$ cat src/hw/dbu_pkg.sv
// dbu_pkg: register map, field positions, reset values and modes of the
// display buffer unpack block. Used by dbu_top and by the tb bench.
package dbu_pkg;

  // register indices; byte address is four times the index
  localparam logic [5:0] IDX_MEM_CFG   = 6'h01;
  localparam logic [5:0] IDX_PANEL_CFG = 6'h02;
  localparam logic [5:0] IDX_HDISP     = 6'h04;
  localparam logic [5:0] IDX_VBLANK    = 6'h0A;
  localparam logic [5:0] IDX_DISP_EN   = 6'h0D;
  localparam logic [5:0] IDX_HOST_HBUF = 6'h1B;
  localparam logic [5:0] IDX_PERF      = 6'h22;
  localparam logic [5:0] IDX_FIFO      = 6'h23;
  localparam logic [5:0] IDX_CTAB_ADDR = 6'h24;
  localparam logic [5:0] IDX_CTAB_DATA = 6'h26;
  localparam logic [5:0] IDX_DISP_MODE = 6'h30;

  // field positions
  localparam int BIT_MEM_TYPE  = 0;
  localparam int BIT_DUAL      = 1;
  localparam int BIT_VBLANK    = 7;
  localparam int BIT_DISP_EN   = 0;
  localparam int BIT_HOST_OFF  = 7;
  localparam int BIT_HBUF_OFF  = 0;
  localparam int BIT_FIFO_OFF  = 7;
  localparam int BIT_COLOUR    = 3;

  // reset values
  localparam logic       RST_HOST_OFF = 1'b1;
  localparam logic       RST_HBUF_OFF = 1'b0;
  localparam logic       RST_FIFO_OFF = 1'b0;
  localparam logic [7:0] RST_BYTE     = 8'h00;

  // timing: half frame buffer must stop within this many pixel clocks
  localparam int HBUF_STOP_PCLK = 1024;

  // buffer sizes in bytes
  localparam int BUF_512K = 524288;
  localparam int BUF_2M   = 2097152;

  typedef enum logic [2:0] {
    DBU_BPP1,
    DBU_BPP2,
    DBU_BPP4,
    DBU_BPP8,
    DBU_BPP15,
    DBU_BPP16
  } dbu_bpp_t;

endpackage : dbu_pkg

$ cat src/hw/dbu_ctab_mem.sv
// dbu_ctab_mem: one lane of the colour table, write port and registered read.
// Assumes a single clock shared with the writer.
`timescale 1ns/1ns
`default_nettype none
module dbu_ctab_mem #(
  parameter int DEPTH = 16,
  parameter int WIDTH = 4
) (
  input  wire logic                     hclk,   // clock
  input  wire logic                     we,     // write strobe
  input  wire logic [$clog2(DEPTH)-1:0] waddr,  // write address
  input  wire logic [WIDTH-1:0]         wdata,  // write data
  input  wire logic [$clog2(DEPTH)-1:0] raddr,  // read address
  output logic      [WIDTH-1:0]         rdata   // registered read data
);
  logic [WIDTH-1:0] mem [DEPTH];

  generate
    if (DEPTH < 2) begin : g_chk
      $error("dbu_ctab_mem: DEPTH must be at least 2");
    end
  endgenerate

  // no reset on contents: software loads the table before display
  always_ff @(posedge hclk) begin
    if (we) begin
      mem[waddr] <= wdata;
    end
    rdata <= mem[raddr];
  end
endmodule : dbu_ctab_mem
`default_nettype wire

$ cat src/hw/dbu_top.sv
// dbu_top: display buffer pixel unpack, half frame buffer gating and the
// init/control registers, reached over an AHB-Lite slave port.
// Assumes pixel bytes/words arrive from the fetch side with valid/ready and
// that the panel timing block supplies the vertical non-display level.
//
// The address map and the AHB-Lite interface to the registers were chosen for this implementation.
`timescale 1ns/1ns
`default_nettype none
// Notes on behaviour
// - Half frame buffer stays idle until the panel register is written.
// - Enabling the half frame buffer is accepted at any time.
// - Width zero stops half frame buffer accesses within 1024 pixel clocks.
// - Bit 7 of register 0Ah shows vertical blank; host waits one frame.
// - Display buffer is 512K or 2M bytes, placed externally.
// - 1 bpp: eight pixels a byte, leftmost in bit 7.
// - 1 bpp indexes entries 0/1: green table for gray, all for colour.
// - 2 bpp: four pixels a byte, first from bits 7:6.
// - 4 bpp: two pixels a byte, first from upper nibble.
// - 8 bpp: red 7:5, green 4:2, blue 1:0, own tables.
// - 8 bpp is allowed on a monochrome panel.
// - 15 bpp: bit 15 unused, red 14:10, green 9:5, blue 4:0.
// - 16 bpp: red 15:11, green 10:5, blue 4:0.
// - 15/16 bpp bypass the tables straight to the modulator.
// - Half frame buffer runs when dual, width nonzero and enabled.
module dbu_top
  import dbu_pkg::*;
#(
  parameter int BUF_BYTES = dbu_pkg::BUF_2M,
  parameter int PCLK_DIV  = 2
) (
  input  wire logic        hclk,         // 100 MHz clock
  input  wire logic        hresetn,      // async reset, active low
  input  wire logic        hsel,         // ahb slave select
  input  wire logic [7:0]  haddr,        // ahb byte address
  input  wire logic [1:0]  htrans,       // ahb transfer type
  input  wire logic        hwrite,       // ahb write
  input  wire logic [2:0]  hsize,        // ahb size, word only
  input  wire logic [31:0] hwdata,       // ahb write data
  input  wire logic        hready,       // ahb bus ready
  output logic      [31:0] hrdata,       // ahb read data
  output logic             hreadyout,    // ahb slave ready
  output logic             hresp,        // ahb response, always okay
  input  wire logic [15:0] buf_data,     // fetched buffer byte/word
  input  wire logic        buf_valid,    // fetched data valid
  output logic             buf_ready,    // unpacker takes data
  output logic      [20:0] fetch_addr,   // next buffer byte address
  input  wire logic        vblank_in,    // vertical non-display level
  output logic      [4:0]  out_red,      // red to modulator
  output logic      [5:0]  out_green,    // green to modulator
  output logic      [4:0]  out_blue,     // blue to modulator
  output logic             out_valid,    // one pixel, one-cycle pulse
  output logic             pclk_en,      // pixel clock enable
  output logic             hbuf_run,     // half frame buffer may access dram
  output logic             mem_type,     // memory type select
  output logic      [7:0]  perf,         // performance setting
  output logic             dual_panel,   // dual panel select
  output logic             host_if_off,  // host interface disabled
  output logic             fifo_off,     // display fifo disabled
  output logic             disp_en,      // display enable
  output logic      [7:0]  hdisp_width   // horizontal display width
);
  import dbu_pkg::*;

  generate
    if (BUF_BYTES != BUF_512K && BUF_BYTES != BUF_2M) begin : g_buf_chk
      $error("dbu_top: BUF_BYTES must be 512K or 2M");
    end
    if (PCLK_DIV < 1) begin : g_div_chk
      $error("dbu_top: PCLK_DIV must be at least 1");
    end
  endgenerate

  localparam logic [20:0] ADDR_MASK = 21'(BUF_BYTES - 1);
  localparam int          DIV_W     = (PCLK_DIV > 1) ? $clog2(PCLK_DIV) : 1;

  function automatic logic word_is(input logic [7:0] a, input logic [5:0] idx);
    return a[7:2] == idx;
  endfunction : word_is

  ////////////////////////////////////////////////////////////////////////////
  // ahb-lite slave: writes zero wait, reads one wait so a write just ahead
  // has landed before the read data is sampled
  logic       ph_wr, ph_rd, rd_wait;
  logic [7:0] ph_addr;
  logic       next_ph_wr, next_ph_rd, next_rd_wait;
  logic [7:0] next_ph_addr;
  logic [31:0] next_hrdata;
  logic       take;
  logic       wr_now;
  logic       hbuf_off, panel_set, colour;
  logic [6:0] vnd_period;
  logic [2:0] bpp_raw;
  logic [1:0] ctab_sel, auto_lane;
  logic [3:0] ctab_addr;

  assign take      = hsel && htrans[1] && hready;
  assign wr_now    = ph_wr;
  assign hreadyout = !rd_wait;
  assign hresp     = 1'b0;

  always_comb begin
    next_ph_wr   = take && hwrite;
    next_ph_rd   = take && !hwrite;
    next_ph_addr = take ? haddr : ph_addr;
    next_rd_wait = take && !hwrite;
    next_hrdata  = hrdata;
    if (!hready) begin
      next_ph_wr   = ph_wr;
      next_ph_rd   = ph_rd;
      next_ph_addr = ph_addr;
      next_rd_wait = 1'b0;
    end
    if (ph_rd && rd_wait) begin
      next_hrdata = 32'h0000_0000;
      if (word_is(ph_addr, IDX_MEM_CFG)) begin
        next_hrdata[BIT_MEM_TYPE] = mem_type;
      end else if (word_is(ph_addr, IDX_PANEL_CFG)) begin
        next_hrdata[BIT_DUAL] = dual_panel;
      end else if (word_is(ph_addr, IDX_HDISP)) begin
        next_hrdata[7:0] = hdisp_width;
      end else if (word_is(ph_addr, IDX_VBLANK)) begin
        next_hrdata[7:0] = {vblank_in, vnd_period};
      end else if (word_is(ph_addr, IDX_DISP_EN)) begin
        next_hrdata[BIT_DISP_EN] = disp_en;
      end else if (word_is(ph_addr, IDX_HOST_HBUF)) begin
        next_hrdata[BIT_HOST_OFF] = host_if_off;
        next_hrdata[BIT_HBUF_OFF] = hbuf_off;
      end else if (word_is(ph_addr, IDX_PERF)) begin
        next_hrdata[7:0] = perf;
      end else if (word_is(ph_addr, IDX_FIFO)) begin
        next_hrdata[BIT_FIFO_OFF] = fifo_off;
      end else if (word_is(ph_addr, IDX_CTAB_ADDR)) begin
        next_hrdata[5:0] = {ctab_sel, ctab_addr};
      end else if (word_is(ph_addr, IDX_DISP_MODE)) begin
        next_hrdata[3:0] = {colour, bpp_raw};
      end
    end
  end

  always_ff @(posedge hclk or negedge hresetn) begin
    if (!hresetn) begin
      ph_wr   <= 1'b0;
      ph_rd   <= 1'b0;
      rd_wait <= 1'b0;
      ph_addr <= 8'h00;
      hrdata  <= 32'h0000_0000;
    end else begin
      ph_wr   <= next_ph_wr;
      ph_rd   <= next_ph_rd;
      rd_wait <= next_rd_wait;
      ph_addr <= next_ph_addr;
      hrdata  <= next_hrdata;
    end
  end

  ////////////////////////////////////////////////////////////////////////////
  // control registers
  logic       next_mem_type, next_dual, next_host_off, next_hbuf_off, next_fifo_off;
  logic       next_disp_en, next_panel_set, next_colour;
  logic [7:0] next_perf, next_hdisp;
  logic [6:0] next_vnd_period;
  logic [2:0] next_bpp_raw;
  logic [1:0] next_ctab_sel, next_auto_lane;
  logic [3:0] next_ctab_addr;
  logic [2:0] ctab_we;
  logic [1:0] lane;

  always_comb begin
    next_mem_type   = mem_type;
    next_dual       = dual_panel;
    next_host_off   = host_if_off;
    next_hbuf_off   = hbuf_off;
    next_fifo_off   = fifo_off;
    next_disp_en    = disp_en;
    next_panel_set  = panel_set;
    next_colour     = colour;
    next_perf       = perf;
    next_hdisp      = hdisp_width;
    next_vnd_period = vnd_period;
    next_bpp_raw    = bpp_raw;
    next_ctab_sel   = ctab_sel;
    next_ctab_addr  = ctab_addr;
    next_auto_lane  = auto_lane;
    ctab_we         = 3'b000;
    lane            = (ctab_sel == 2'b00) ? auto_lane : 2'(ctab_sel - 2'd1);
    if (wr_now) begin
      if (word_is(ph_addr, IDX_MEM_CFG)) begin
        next_mem_type = hwdata[BIT_MEM_TYPE];
      end else if (word_is(ph_addr, IDX_PANEL_CFG)) begin
        // panel write arms the half frame buffer
        next_dual      = hwdata[BIT_DUAL];
        next_panel_set = 1'b1;
      end else if (word_is(ph_addr, IDX_HDISP)) begin
        next_hdisp = hwdata[7:0];
      end else if (word_is(ph_addr, IDX_VBLANK)) begin
        next_vnd_period = hwdata[6:0];
      end else if (word_is(ph_addr, IDX_DISP_EN)) begin
        next_disp_en = hwdata[BIT_DISP_EN];
      end else if (word_is(ph_addr, IDX_HOST_HBUF)) begin
        // enable taken at once, no sync needed
        next_host_off = hwdata[BIT_HOST_OFF];
        next_hbuf_off = hwdata[BIT_HBUF_OFF];
      end else if (word_is(ph_addr, IDX_PERF)) begin
        next_perf = hwdata[7:0];
      end else if (word_is(ph_addr, IDX_FIFO)) begin
        next_fifo_off = hwdata[BIT_FIFO_OFF];
      end else if (word_is(ph_addr, IDX_CTAB_ADDR)) begin
        next_ctab_sel  = hwdata[5:4];
        next_ctab_addr = hwdata[3:0];
        next_auto_lane = 2'd0;
      end else if (word_is(ph_addr, IDX_CTAB_DATA)) begin
        ctab_we[lane] = 1'b1;
        // with select zero, auto-increment walks red, green, blue, then the next entry; a selected lane steps the entry each write
        if (ctab_sel != 2'b00) begin
          next_ctab_addr = ctab_addr + 4'd1;
        end else if (auto_lane == 2'd2) begin
          next_auto_lane = 2'd0;
          next_ctab_addr = ctab_addr + 4'd1;
        end else begin
          next_auto_lane = auto_lane + 2'd1;
        end
      end else if (word_is(ph_addr, IDX_DISP_MODE)) begin
        next_bpp_raw = hwdata[2:0];
        next_colour  = hwdata[BIT_COLOUR];
      end
    end
  end

  always_ff @(posedge hclk or negedge hresetn) begin
    if (!hresetn) begin
      mem_type    <= 1'b0;
      dual_panel  <= 1'b0;
      host_if_off <= RST_HOST_OFF;
      hbuf_off    <= RST_HBUF_OFF;
      fifo_off    <= RST_FIFO_OFF;
      disp_en     <= 1'b0;
      panel_set   <= 1'b0;
      colour      <= 1'b0;
      perf        <= RST_BYTE;
      hdisp_width <= RST_BYTE;
      vnd_period  <= 7'h00;
      bpp_raw     <= 3'd0;
      ctab_sel    <= 2'd0;
      ctab_addr   <= 4'h0;
      auto_lane   <= 2'd0;
    end else begin
      mem_type    <= next_mem_type;
      dual_panel  <= next_dual;
      host_if_off <= next_host_off;
      hbuf_off    <= next_hbuf_off;
      fifo_off    <= next_fifo_off;
      disp_en     <= next_disp_en;
      panel_set   <= next_panel_set;
      colour      <= next_colour;
      perf        <= next_perf;
      hdisp_width <= next_hdisp;
      vnd_period  <= next_vnd_period;
      bpp_raw     <= next_bpp_raw;
      ctab_sel    <= next_ctab_sel;
      ctab_addr   <= next_ctab_addr;
      auto_lane   <= next_auto_lane;
    end
  end

  ////////////////////////////////////////////////////////////////////////////
  // half frame buffer gate and pixel clock enable
  logic [DIV_W-1:0] div_cnt, next_div_cnt;
  logic             next_hbuf_run, next_pclk_en;

  always_comb begin
    // run only once armed, dual, enabled, width nonzero
    // width zero drops the request on the next clock
    next_hbuf_run = panel_set && dual_panel && !hbuf_off && (hdisp_width != 8'h00);
    next_pclk_en = (div_cnt == DIV_W'(PCLK_DIV - 1));
    next_div_cnt = next_pclk_en ? '0 : div_cnt + DIV_W'(1);
  end

  always_ff @(posedge hclk or negedge hresetn) begin
    if (!hresetn) begin
      hbuf_run <= 1'b0;
      pclk_en <= 1'b0;
      div_cnt <= '0;
    end else begin
      hbuf_run <= next_hbuf_run;
      pclk_en <= next_pclk_en;
      div_cnt <= next_div_cnt;
    end
  end

  ////////////////////////////////////////////////////////////////////////////
  // unpacker: one pixel per pixel clock enable, msb-first within a byte
  dbu_bpp_t   bpp;
  logic [15:0] hold, next_hold;
  logic [3:0]  left, next_left, per_xfer;
  logic [20:0] next_fetch_addr;
  logic        emit, take_buf;
  logic [3:0]  idx [3];
  logic [3:0]  tab [3];
  logic        st_valid, st_bypass, st_mono, next_st_bypass, next_st_mono;
  logic [15:0] st_pix, next_st_pix;
  logic [4:0]  next_out_red, next_out_blue;
  logic [5:0]  next_out_green;

  assign bpp = (bpp_raw > 3'd5) ? DBU_BPP16 : dbu_bpp_t'(bpp_raw);
  assign emit      = pclk_en && (left != 4'd0);
  assign buf_ready = !fifo_off && ((left == 4'd0) || (left == 4'd1 && pclk_en));
  assign take_buf  = buf_ready && buf_valid;

  always_comb begin
    per_xfer        = 4'd1;
    next_hold       = hold;
    next_left       = left;
    next_fetch_addr = fetch_addr;
    next_st_pix     = hold;
    next_st_bypass  = st_bypass;
    next_st_mono    = st_mono;
    idx[0]          = 4'h0;
    idx[1]          = 4'h0;
    idx[2]          = 4'h0;
    case (bpp)
      DBU_BPP1: begin
        per_xfer = 4'd8;
        idx[1]   = {3'b000, hold[7]};
      end
      DBU_BPP2: begin
        per_xfer = 4'd4;
        idx[1]   = {2'b00, hold[7:6]};
      end
      DBU_BPP4: begin
        per_xfer = 4'd2;
        idx[1]   = hold[7:4];
      end
      DBU_BPP8: begin
        idx[0] = {1'b0, hold[7:5]};
        idx[1] = {1'b0, hold[4:2]};
        idx[2] = {2'b00, hold[1:0]};
      end
      default: begin
        idx[1] = 4'h0;
      end
    endcase
    // 1, 2 and 4 bpp index all three tables alike
    if (bpp inside {DBU_BPP1, DBU_BPP2, DBU_BPP4}) begin
      idx[0] = idx[1];
      idx[2] = idx[1];
    end
    if (emit) begin
      next_left      = left - 4'd1;
      next_hold      = hold << (4'd8 / per_xfer);
      next_st_bypass = (bpp == DBU_BPP15) || (bpp == DBU_BPP16);
      next_st_mono   = !colour && (bpp != DBU_BPP8);
    end
    if (fifo_off) begin
      next_left       = 4'd0;
      next_fetch_addr = 21'h00_0000;
    end else if (take_buf) begin
      next_hold = buf_data;
      next_left = per_xfer;
      // byte address wraps at the buffer size
      next_fetch_addr = (fetch_addr + ((bpp >= DBU_BPP15) ? 21'd2 : 21'd1)) & ADDR_MASK;
    end
  end

  genvar g;
  generate
    for (g = 0; g < 3; g++) begin : g_ctab
      dbu_ctab_mem #(.DEPTH(16), .WIDTH(4)) u_ctab (
        .hclk  (hclk),
        .we    (ctab_we[g]),
        .waddr (ctab_addr),
        .wdata (hwdata[3:0]),
        .raddr (idx[g]),
        .rdata (tab[g])
      );
    end
  endgenerate

  always_comb begin
    next_out_red   = {tab[0], 1'b0};
    next_out_green = {tab[1], 2'b00};
    next_out_blue  = {tab[2], 1'b0};
    if (st_bypass) begin
      // field split differs in red and green, blue is shared
      if (bpp == DBU_BPP15) begin
        next_out_red   = st_pix[14:10];
        next_out_green = {st_pix[9:5], 1'b0};
      end else begin
        next_out_red   = st_pix[15:11];
        next_out_green = st_pix[10:5];
      end
      next_out_blue = st_pix[4:0];
    end else if (st_mono) begin
      // gray uses the green table only
      next_out_red  = 5'h00;
      next_out_blue = 5'h00;
    end
  end

  always_ff @(posedge hclk or negedge hresetn) begin
    if (!hresetn) begin
      hold       <= 16'h0000;
      left       <= 4'd0;
      fetch_addr <= 21'h00_0000;
      st_valid   <= 1'b0;
      st_bypass  <= 1'b0;
      st_mono    <= 1'b0;
      st_pix     <= 16'h0000;
      out_valid  <= 1'b0;
      out_red    <= 5'h00;
      out_green  <= 6'h00;
      out_blue   <= 5'h00;
    end else begin
      hold       <= next_hold;
      left       <= next_left;
      fetch_addr <= next_fetch_addr;
      st_valid   <= emit;
      st_bypass  <= next_st_bypass;
      st_mono    <= next_st_mono;
      st_pix     <= emit ? next_st_pix : st_pix;
      out_valid  <= st_valid;
      out_red    <= st_valid ? next_out_red : out_red;
      out_green  <= st_valid ? next_out_green : out_green;
      out_blue   <= st_valid ? next_out_blue : out_blue;
    end
  end

endmodule : dbu_top
`default_nettype wire

$ cat config.mk
export PLATFORM = sky130hd
export DESIGN_NAME = dbu_top
export DESIGN_NICKNAME = d
export VERILOG_FILES = /design/src/hw/dbu_pkg.sv /design/src/hw/dbu_ctab_mem.sv /design/src/hw/dbu_top.sv
export SDC_FILE = /design/constraint.sdc
export NUM_CORES = 1
export LEC_CHECK = 0
export BUFFER_PORTS_ARGS = -buffer_cell sky130_fd_sc_hd__buf_4
export CORE_AREA = 2 2 166 168
export DETAILED_ROUTE_END_ITERATION = 10
export DIE_AREA = 0 0 168 170
export PLACE_DENSITY_LB_ADDON = 0.12
export REMOVE_ABC_BUFFERS = 1
export SLEW_MARGIN = 20
export SYNTH_ARGS = -nofsm -noshare
export SYNTH_HDL_FRONTEND = slang
export SYNTH_HIERARCHICAL = 1
export SYNTH_SLANG_ARGS = --single-unit
$ cat constraint.sdc
create_clock -name hclk -period 3.8 [get_ports hclk]
set_input_delay 0.57 -clock hclk [delete_from_list [all_inputs] [get_ports hclk]]
set_output_delay 0.57 -clock hclk [all_outputs]
set_load 0.1 [all_outputs]
==> results of run 1 <==
==> cell families after synthesis <==
family          share of synthesized area
simple gates                        0.132
fa+ha+maj                         0.00687
buf+inv                            0.0386
flops                               0.605
mux                                 0.131
other cells                      0.000239
compound gates                     0.0790
xor+xnor                          0.00671
==> routing by layer <==
| layer | share of wire | GRT usage | up-vias |
|---|---|---|---|
| met5 | 0 | 0 | - |
| met4 | 0.019 | 0.0703 | 0 |
| met3 | 0.070 | 0.0381 | 59 |
| met2 | 0.48 | 0.409 | 443 |
| met1 | 0.43 | 0.354 | 5065 |
| li1 | - | - | 4742 |
==> per-stage QoR <==
stage / setup WS (ps) / utilization
global placement: 377 / 0.628
finish: 354 / 0.670
detailed placement: 353 / 0.628
floorplan: 171 / -
global route: 124 / 0.670
CTS: 334 / 0.670
==> how the worst max path moves through the flow <==
| stage | depth (start not counted) | endpoint | start | slack (ps) |
|---|---|---|---|---|
| after floorplan | 7 | g_ctab[0].u_ctab/mem[0][0]$_DFFE_PP_ | ph_addr[6]$_DFFE_PN0P_ | 170 |
| after global placement | 7 | g_ctab[0].u_ctab/mem[0][0]$_DFFE_PP_ | ph_addr[5]$_DFFE_PN0P_ | 380 |
| after detailed placement | 7 | g_ctab[1].u_ctab/mem[0][0]$_DFFE_PP_ | ph_addr[5]$_DFFE_PN0P_ | 350 |
| after CTS | 7 | g_ctab[0].u_ctab/mem[0][2]$_DFFE_PP_ | ph_addr[5]$_DFFE_PN0P_ | 330 |
| after global routing | 7 | g_ctab[0].u_ctab/mem[0][3]$_DFFE_PP_ | ph_addr[5]$_DFFE_PN0P_ | 120 |
| final | 7 | g_ctab[0].u_ctab/mem[0][3]$_DFFE_PP_ | ph_addr[5]$_DFFE_PN0P_ | 350 |
==> cell usage after synthesis (22+ instances only) <==
cell type and n:
sky130_fd_sc_hd__clkbuf_1 37, sky130_fd_sc_hd__dfrtp_1 138, sky130_fd_sc_hd__nor3_1 22, sky130_fd_sc_hd__nand2_1 112, sky130_fd_sc_hd__nor2_1 96, sky130_fd_sc_hd__o21ai_0 36, sky130_fd_sc_hd__mux2_2 49, sky130_fd_sc_hd__mux4_1 42
sky130_fd_sc_hd__edfxtp_1 192, sky130_fd_sc_hd__nand3_1 61, sky130_fd_sc_hd__mux2i_1 24, sky130_fd_sc_hd__buf_4 26, sky130_fd_sc_hd__a22oi_1 32, sky130_fd_sc_hd__a21oi_1 54
==> cells in the final DEF, fill, tap and decap left out, types with 12 or more instances in the layout <==
cell	count
sky130_fd_sc_hd__a21oi_1	52
sky130_fd_sc_hd__a22oi_1	32
sky130_fd_sc_hd__buf_4	137
sky130_fd_sc_hd__clkbuf_1	15
sky130_fd_sc_hd__clkbuf_16	38
sky130_fd_sc_hd__conb_1	25
sky130_fd_sc_hd__dfrtp_1	138
sky130_fd_sc_hd__dfxtp_1	12
sky130_fd_sc_hd__edfxtp_1	192
sky130_fd_sc_hd__inv_1	20
sky130_fd_sc_hd__mux2_2	49
sky130_fd_sc_hd__mux2i_1	24
sky130_fd_sc_hd__mux4_1	42
sky130_fd_sc_hd__nand2_1	112
sky130_fd_sc_hd__nand2b_1	17
sky130_fd_sc_hd__nand3_1	61
sky130_fd_sc_hd__nor2_1	96
sky130_fd_sc_hd__nor2b_1	15
sky130_fd_sc_hd__nor3_1	21
sky130_fd_sc_hd__nor4_1	13
sky130_fd_sc_hd__o21ai_0	36
sky130_fd_sc_hd__o22ai_1	13
==> final cells by class <==
cell class | instances | area, µm²
Inverter | 22 | 82.6
Clock buffer | 53 | 1010
Fill cell | 1910 | 8800
Clock inverter | 14 | 105
Tap cell | 341 | 427
Timing Repair Buffer | 139 | 1060
Multi-Input combinational cell | 769 | 5680
Sequential cell | 343 | 9490
==> registers in the layout, indices dropped and copies added, names as in the netlist, 5 cells and up <==
| signal | cells |
|---|---|
| ph_addr | 6 |
| st_pix | 16 |
| g_ctab.u_ctab/rdata | 12 |
| g_ctab.u_ctab/mem | 192 |
| vnd_period | 7 |
| hdisp_width | 8 |
| perf | 8 |
| hrdata | 8 |
| out_red | 5 |
| out_blue | 5 |
| hold | 16 |
| fetch_addr | 21 |
| out_green | 6 |
==> power groups by stage <==
stage,logic (mW),clock network (mW),registers (mW)
5_1_grt,3.47,3.51,4.98
6_report,3.24,3.30,4.92
2_1_floorplan,1.39,0,5.82
4_1_cts,3.23,3.36,4.91
3_3_place_gp,3.18,0,4.97
3_5_place_dp,3.22,0,4.97
==> metrics.txt, run 1 <==
gate count after technology mapping=around 1200; worst min-delay path class=input pin to asynchronous set/reset pin; sequential share of the synthesized area=0.605; f_max=just under 0.3 GHz; Hold Fails Final Rpt=0; post-synthesis sequential element count=between 300 and 400; worst path required time=3950 ps; number of buffers added to fix hold violations after cts=0; switching share of power=0.367; Seq pwr share=0.429; antenna violations before repair=0; largest fanout of any net on the critical path=15; setup slack of the worst register-to-register path=350 ps; Worst VDD drop=0.000370 V; Leak=a little under 7 nW; leading post-synthesis cells by cell area=sky130_fd_sc_hd__edfxtp_1 37%, sky130_fd_sc_hd__dfrtp_1 22%, sky130_fd_sc_hd__mux4_1 7.0%; Final Instance Count excl. Fillers=1681; GRT Util Overall=0.250; fraction of power consumed by the clock network=0.288; chain of cells forming the critical path=nor4_1 -> a21o_1 -> nor4_1 -> nand2_1 -> nor3_1 -> or3b_2 -> nor3_1; dpl hpwl=22900 µm; area of the die=28600 µm²; CP Launch Type=register; # H-tree levels=2; top flip-flop cell by instance count after synthesis=sky130_fd_sc_hd__edfxtp_1; number of iterations in the first detailed-routing pass=5; top cell type's share of synthesized area=0.368; Core ar.=26700 µm²; total power=11.5 mW; worst reg-to-reg path cell count=7; ant diodes=0; DR iter-0 viols=1022; Starting Density=0.588; tightest hold margin=~130 ps; area of the mapped netlist=15700 µm²; share of the clock period used by the worst path=0.907; Max Buffers Root-to-Sink=3; CP bufs+invs=0; post-route cell area=between 15000 and 20000 µm²; root buffer selected by CTS=sky130_fd_sc_hd__clkbuf_16; Relative slew margins=0.269; vias in the first global route=10100; slowest cell on the critical path=sky130_fd_sc_hd__dfrtp_1; area post-placement=16700 µm²; quantity of I/O buffers inserted on ports=108; pin count of the biggest net entering global routing=93; cell type contributing the most total cell area after synthesis=sky130_fd_sc_hd__edfxtp_1; Layout Nets=1388; power dissipated by switching net loads=around 4.2 mW; die width=168 µm; Setup-failing EPs final=0; vias per cell=between 6 and 7; number of pins with negative max-slew slack in the final report=0; highest cell delay on the worst timing path=slightly above 600 ps; Cells after DPL=1614; measured slew at the worst slew-check pin=1100 ps; Total Negative Setup Slacks=0 ps; overall routed net length=35200 µm; global-route wire length before repair=56100 µm; count of different cell masters after synthesis=71; clock latency reported for the late side of the worst-skew pair=520 ps; CTS-repair resized insts=0; count of buffers added by post-CTS timing repair for setup=0; Max Cap Violations=0; Top Family by Delay on Critical Path=simple AND/OR/NAND/NOR gates; total via count after detailed routing=10300; unrepaired setup endpoints after global routing=false; average instance area after synthesis=between 10 and 15 µm²; DRC viols=0; clock tree from TritonCTS=done; top-level port count=164; endpoint kind of the worst setup timing path=register; total number of placement rows=60; final critical delay including setup and external delays=roughly 3400 ps; run status=complete, no violations; Area growth, synth to finish=13.9%; data arrival time of the worst path=between 3000 and 4000 ps; yosys warns=6; overflow left after global routing=0; Num CTS Buffers=37; cell area power density=642 nW/µm²; Crit Reg-Reg Startpoint=ph_addr[5]$_DFFE_PN0P_; reg-to-reg critical path endpoint=g_ctab[0].u_ctab/mem[0][3]$_DFFE_PP_; Routability Congestion=0.872; Sinks on Clock Net=343; number of synthesized flops with an enable pin=between 150 and 200; CTS clk-pin slew, worst paths=60 ps; Synth async-reset ratio=0.405; antenna-violating nets left=0; maximum clock skew at final layout=~14 ps; vertical die dimension=170 µm; internal power of the cells=7.24 mW; Combinational Power Share=0.283; Critical Setup Path Class=register to register; fraction of layout instances using a drive strength above 1=0.192; Avg WL per Cell=20.9 µm
(Power assumes the default switching activity.)
==> run 2, diff against run 1 <==
HOLD_SLACK_MARGIN = 0.05   (was default)
clock period = 3.73 ns   (was 3.8 ns; I/O delays follow)
==> metrics.txt, run 2 (synthesis gave the netlist of run 1 again) <==
run status=complete, no violations; Setup-failing EPs final=0 (unchanged); overall routed net length=34200 µm (-2.9%); commonest cells after routing, fill and taps aside=192 x sky130_fd_sc_hd__edfxtp_1, 146 x sky130_fd_sc_hd__buf_4, 138 x sky130_fd_sc_hd__dfrtp_1, 112 x sky130_fd_sc_hd__nand2_1, 96 x sky130_fd_sc_hd__nor2_1; clock latency reported for the late side of the worst-skew pair=530 ps (about the same); pin count of the biggest net entering global routing=75 (-19%); unrepaired setup endpoints after global routing=false; vertical die dimension=170 µm (unchanged); antenna-violating nets left=0 (unchanged); Max Cap Violations=0 (unchanged); Core ar.=26700 µm² (unchanged); number of logic stages on the critical path including buffering=7 (unchanged); highest cell delay on the worst timing path=540 ps (-80 ps); share of the clock period used by the worst path=0.922 (+0.0150); Cells after DPL=1623 (+0.56%); top-level port count=164 (unchanged); cell area power density=661 nW/µm² (+3.1%); dpl hpwl=22600 µm (-1.4%); Critical Setup Path Class=register to register; Avg WL per Cell=20.2 µm (-3.3%); DRC viols=0 (unchanged); GRT Util Overall=0.243 (-0.00720); vias in the first global route=10100 (-0.37%); number of fill cells in the layout=1919 (+0.47%); overflow left after global routing=0 (unchanged); fraction of layout instances using a drive strength above 1=0.202 (+0.00999); # H-tree levels=2 (unchanged); detailed-route wire length on metal 1=15000 µm (-0.33%); total number of placement rows=60 (unchanged); CTS clk-pin slew, worst paths=60 ps (about the same); f_max=0.291 GHz (+0.22%); DR iter-0 viols=1060 (+3.7%); slowest cell on the critical path=sky130_fd_sc_hd__or3b_2; endpoint kind of the worst setup timing path=register; Critical Path Start=ph_addr[7]$_DFFE_PN0P_; Final Instance Count excl. Fillers=1689 (+0.48%); number of pins with negative max-slew slack in the final report=0 (unchanged); clock tree from TritonCTS=done; maximum clock skew at final layout=15.2 ps (+1.22 ps); Largest regs=g_ctab.u_ctab/mem x192, fetch_addr x21; Starting Density=0.588 (unchanged); Total Negative Setup Slacks=0 ps (unchanged); final critical delay including setup and external delays=3440 ps (-7.46 ps); count of buffers added by post-CTS timing repair for setup=0 (unchanged); ant diodes=0 (unchanged); met2 wirelength from detailed routing=16400 µm (-3.8%); Leak=6.98 nW (+1.3%); setup slack of the worst register-to-register path=290 ps (-60 ps); cell seen most often among critical-path stages=sky130_fd_sc_hd__nor2_1; CTS-repair resized insts=0 (unchanged); Area growth, synth to finish=14.8%; reg-to-reg critical path endpoint=g_ctab[2].u_ctab/mem[2][2]$_DFFE_PP_; number of iterations in the first detailed-routing pass=5 (unchanged); quantity of I/O buffers inserted on ports=108 (unchanged); Relative slew margins=0.293 (+0.0238); Worst VDD drop=0.000434 V (+17%); Max Buffers Root-to-Sink=3 (unchanged); chain of cells forming the critical path=nand2b_1 -> or4b_1 -> nor4_1 -> nand2_1 -> nor2_1 -> or3b_2 -> nor2_1; total via count after detailed routing=10300 (-0.22%); data arrival time of the worst path=3620 ps (+30 ps); measured slew at the worst slew-check pin=1060 ps (-35.7 ps); Top Family by Delay on Critical Path=simple AND/OR/NAND/NOR gates; CP Launch Type=register; Hold Fails Final Rpt=0 (unchanged); Num CTS Buffers=36 (-2.7%); worst path required time=3910 ps (-40 ps); highest routing layer actually used=met4; root buffer selected by CTS=sky130_fd_sc_hd__clkbuf_16; number of buffers added to fix hold violations after cts=0 (unchanged); largest fanout of any net on the critical path=10 (-5); Routability Congestion=0.907 (+4.0%); antenna violations before repair=0 (unchanged); Sinks on Clock Net=343 (unchanged); die width=168 µm (unchanged); largest register by flop count=g_ctab.u_ctab/mem; global-route wire length before repair=54800 µm (-2.3%); CP bufs+invs=0 (unchanged); Layout Nets=1396 (+0.58%); worst min-delay path class=input pin to asynchronous set/reset pin; Crit Reg-Reg Startpoint=ph_addr[7]$_DFFE_PN0P_; area of the die=28600 µm² (unchanged); worst reg-to-reg path cell count=7 (unchanged); vias per cell=6.09 (-0.70%); flip-flop count of the largest register after layout=192 (unchanged); met3 routed wirelength=2120 µm (-14%); most common cell after layout, fill and taps aside=sky130_fd_sc_hd__edfxtp_1; capture point of the critical path=g_ctab[2].u_ctab/mem[2][2]$_DFFE_PP_
run 2: area by class of cell:
class	instances	area, µm²	share of cell area
Sequential cell	343	9490	0.527
Multi-Input combinational cell	769	5680	0.316
Timing Repair Buffer	148	1130	0.0627
Clock buffer	48	966	0.0537
Tap cell	341	427	0.0237
Clock inverter	18	221	0.0123
Inverter	22	82.6	0.00459
run 2: worst min-delay path by stage:
stage                     cells past startpoint  slack (ps)                  endpoint
final                                         1          50  out_green[4]$_DFFE_PN0P_
after CTS                                     1          80  out_green[3]$_DFFE_PN0P_
after global placement                        0         360         pclk_en$_DFF_PN0_
after detailed placement                      0         370         pclk_en$_DFF_PN0_
after floorplan                               0         260  auto_lane[0]$_DFFE_PN0P_
after global routing                          1         100  out_green[4]$_DFFE_PN0P_
run 2: worst reg2reg max path, cell delays in order, from the launching register on:
cell                       delay, ps
sky130_fd_sc_hd__dfrtp_1         490
sky130_fd_sc_hd__nand2b_1        180
sky130_fd_sc_hd__or4b_1          530
sky130_fd_sc_hd__nor4_1          420
sky130_fd_sc_hd__nand2_1         200
sky130_fd_sc_hd__nor2_1          410
sky130_fd_sc_hd__or3b_2          550
sky130_fd_sc_hd__nor2_1          330
run 2: through the flow:
| step | util | setup WS [ps] | hold WS (ps) | total power, mW | cell area [µm²] |
|---|---|---|---|---|---|
| detailed placement | 0.631 | 307 | 372 | 8.36 | 16800 |
| finish | 0.675 | 291 | 47.1 | 11.9 | 18000 |
| global route | 0.675 | 207 | 98.4 | 12.4 | 18000 |
| global placement | 0.631 | 342 | 362 | 8.32 | 16800 |
| floorplan | - | 101 | 264 | 7.34 | 15200 |
| CTS | 0.675 | 268 | 81.6 | 11.9 | 18000 |
run 2: per-layer routing:
metal | vias up | GRT usage
met3 | 60 | 0.0326
met2 | 394 | 0.403
met5 | - | 0
li1 | 4776 | -
met1 | 5056 | 0.343
met4 | 0 | 0.0677
run 2: where the power goes:
| group | total [mW] | internal, mW | switching [mW] |
|---|---|---|---|
| Clock | 3.57 | 2.12 | 1.45 |
| Combinational | 3.37 | 1.03 | 2.33 |
| Sequential | 4.96 | 4.42 | 0.542 |
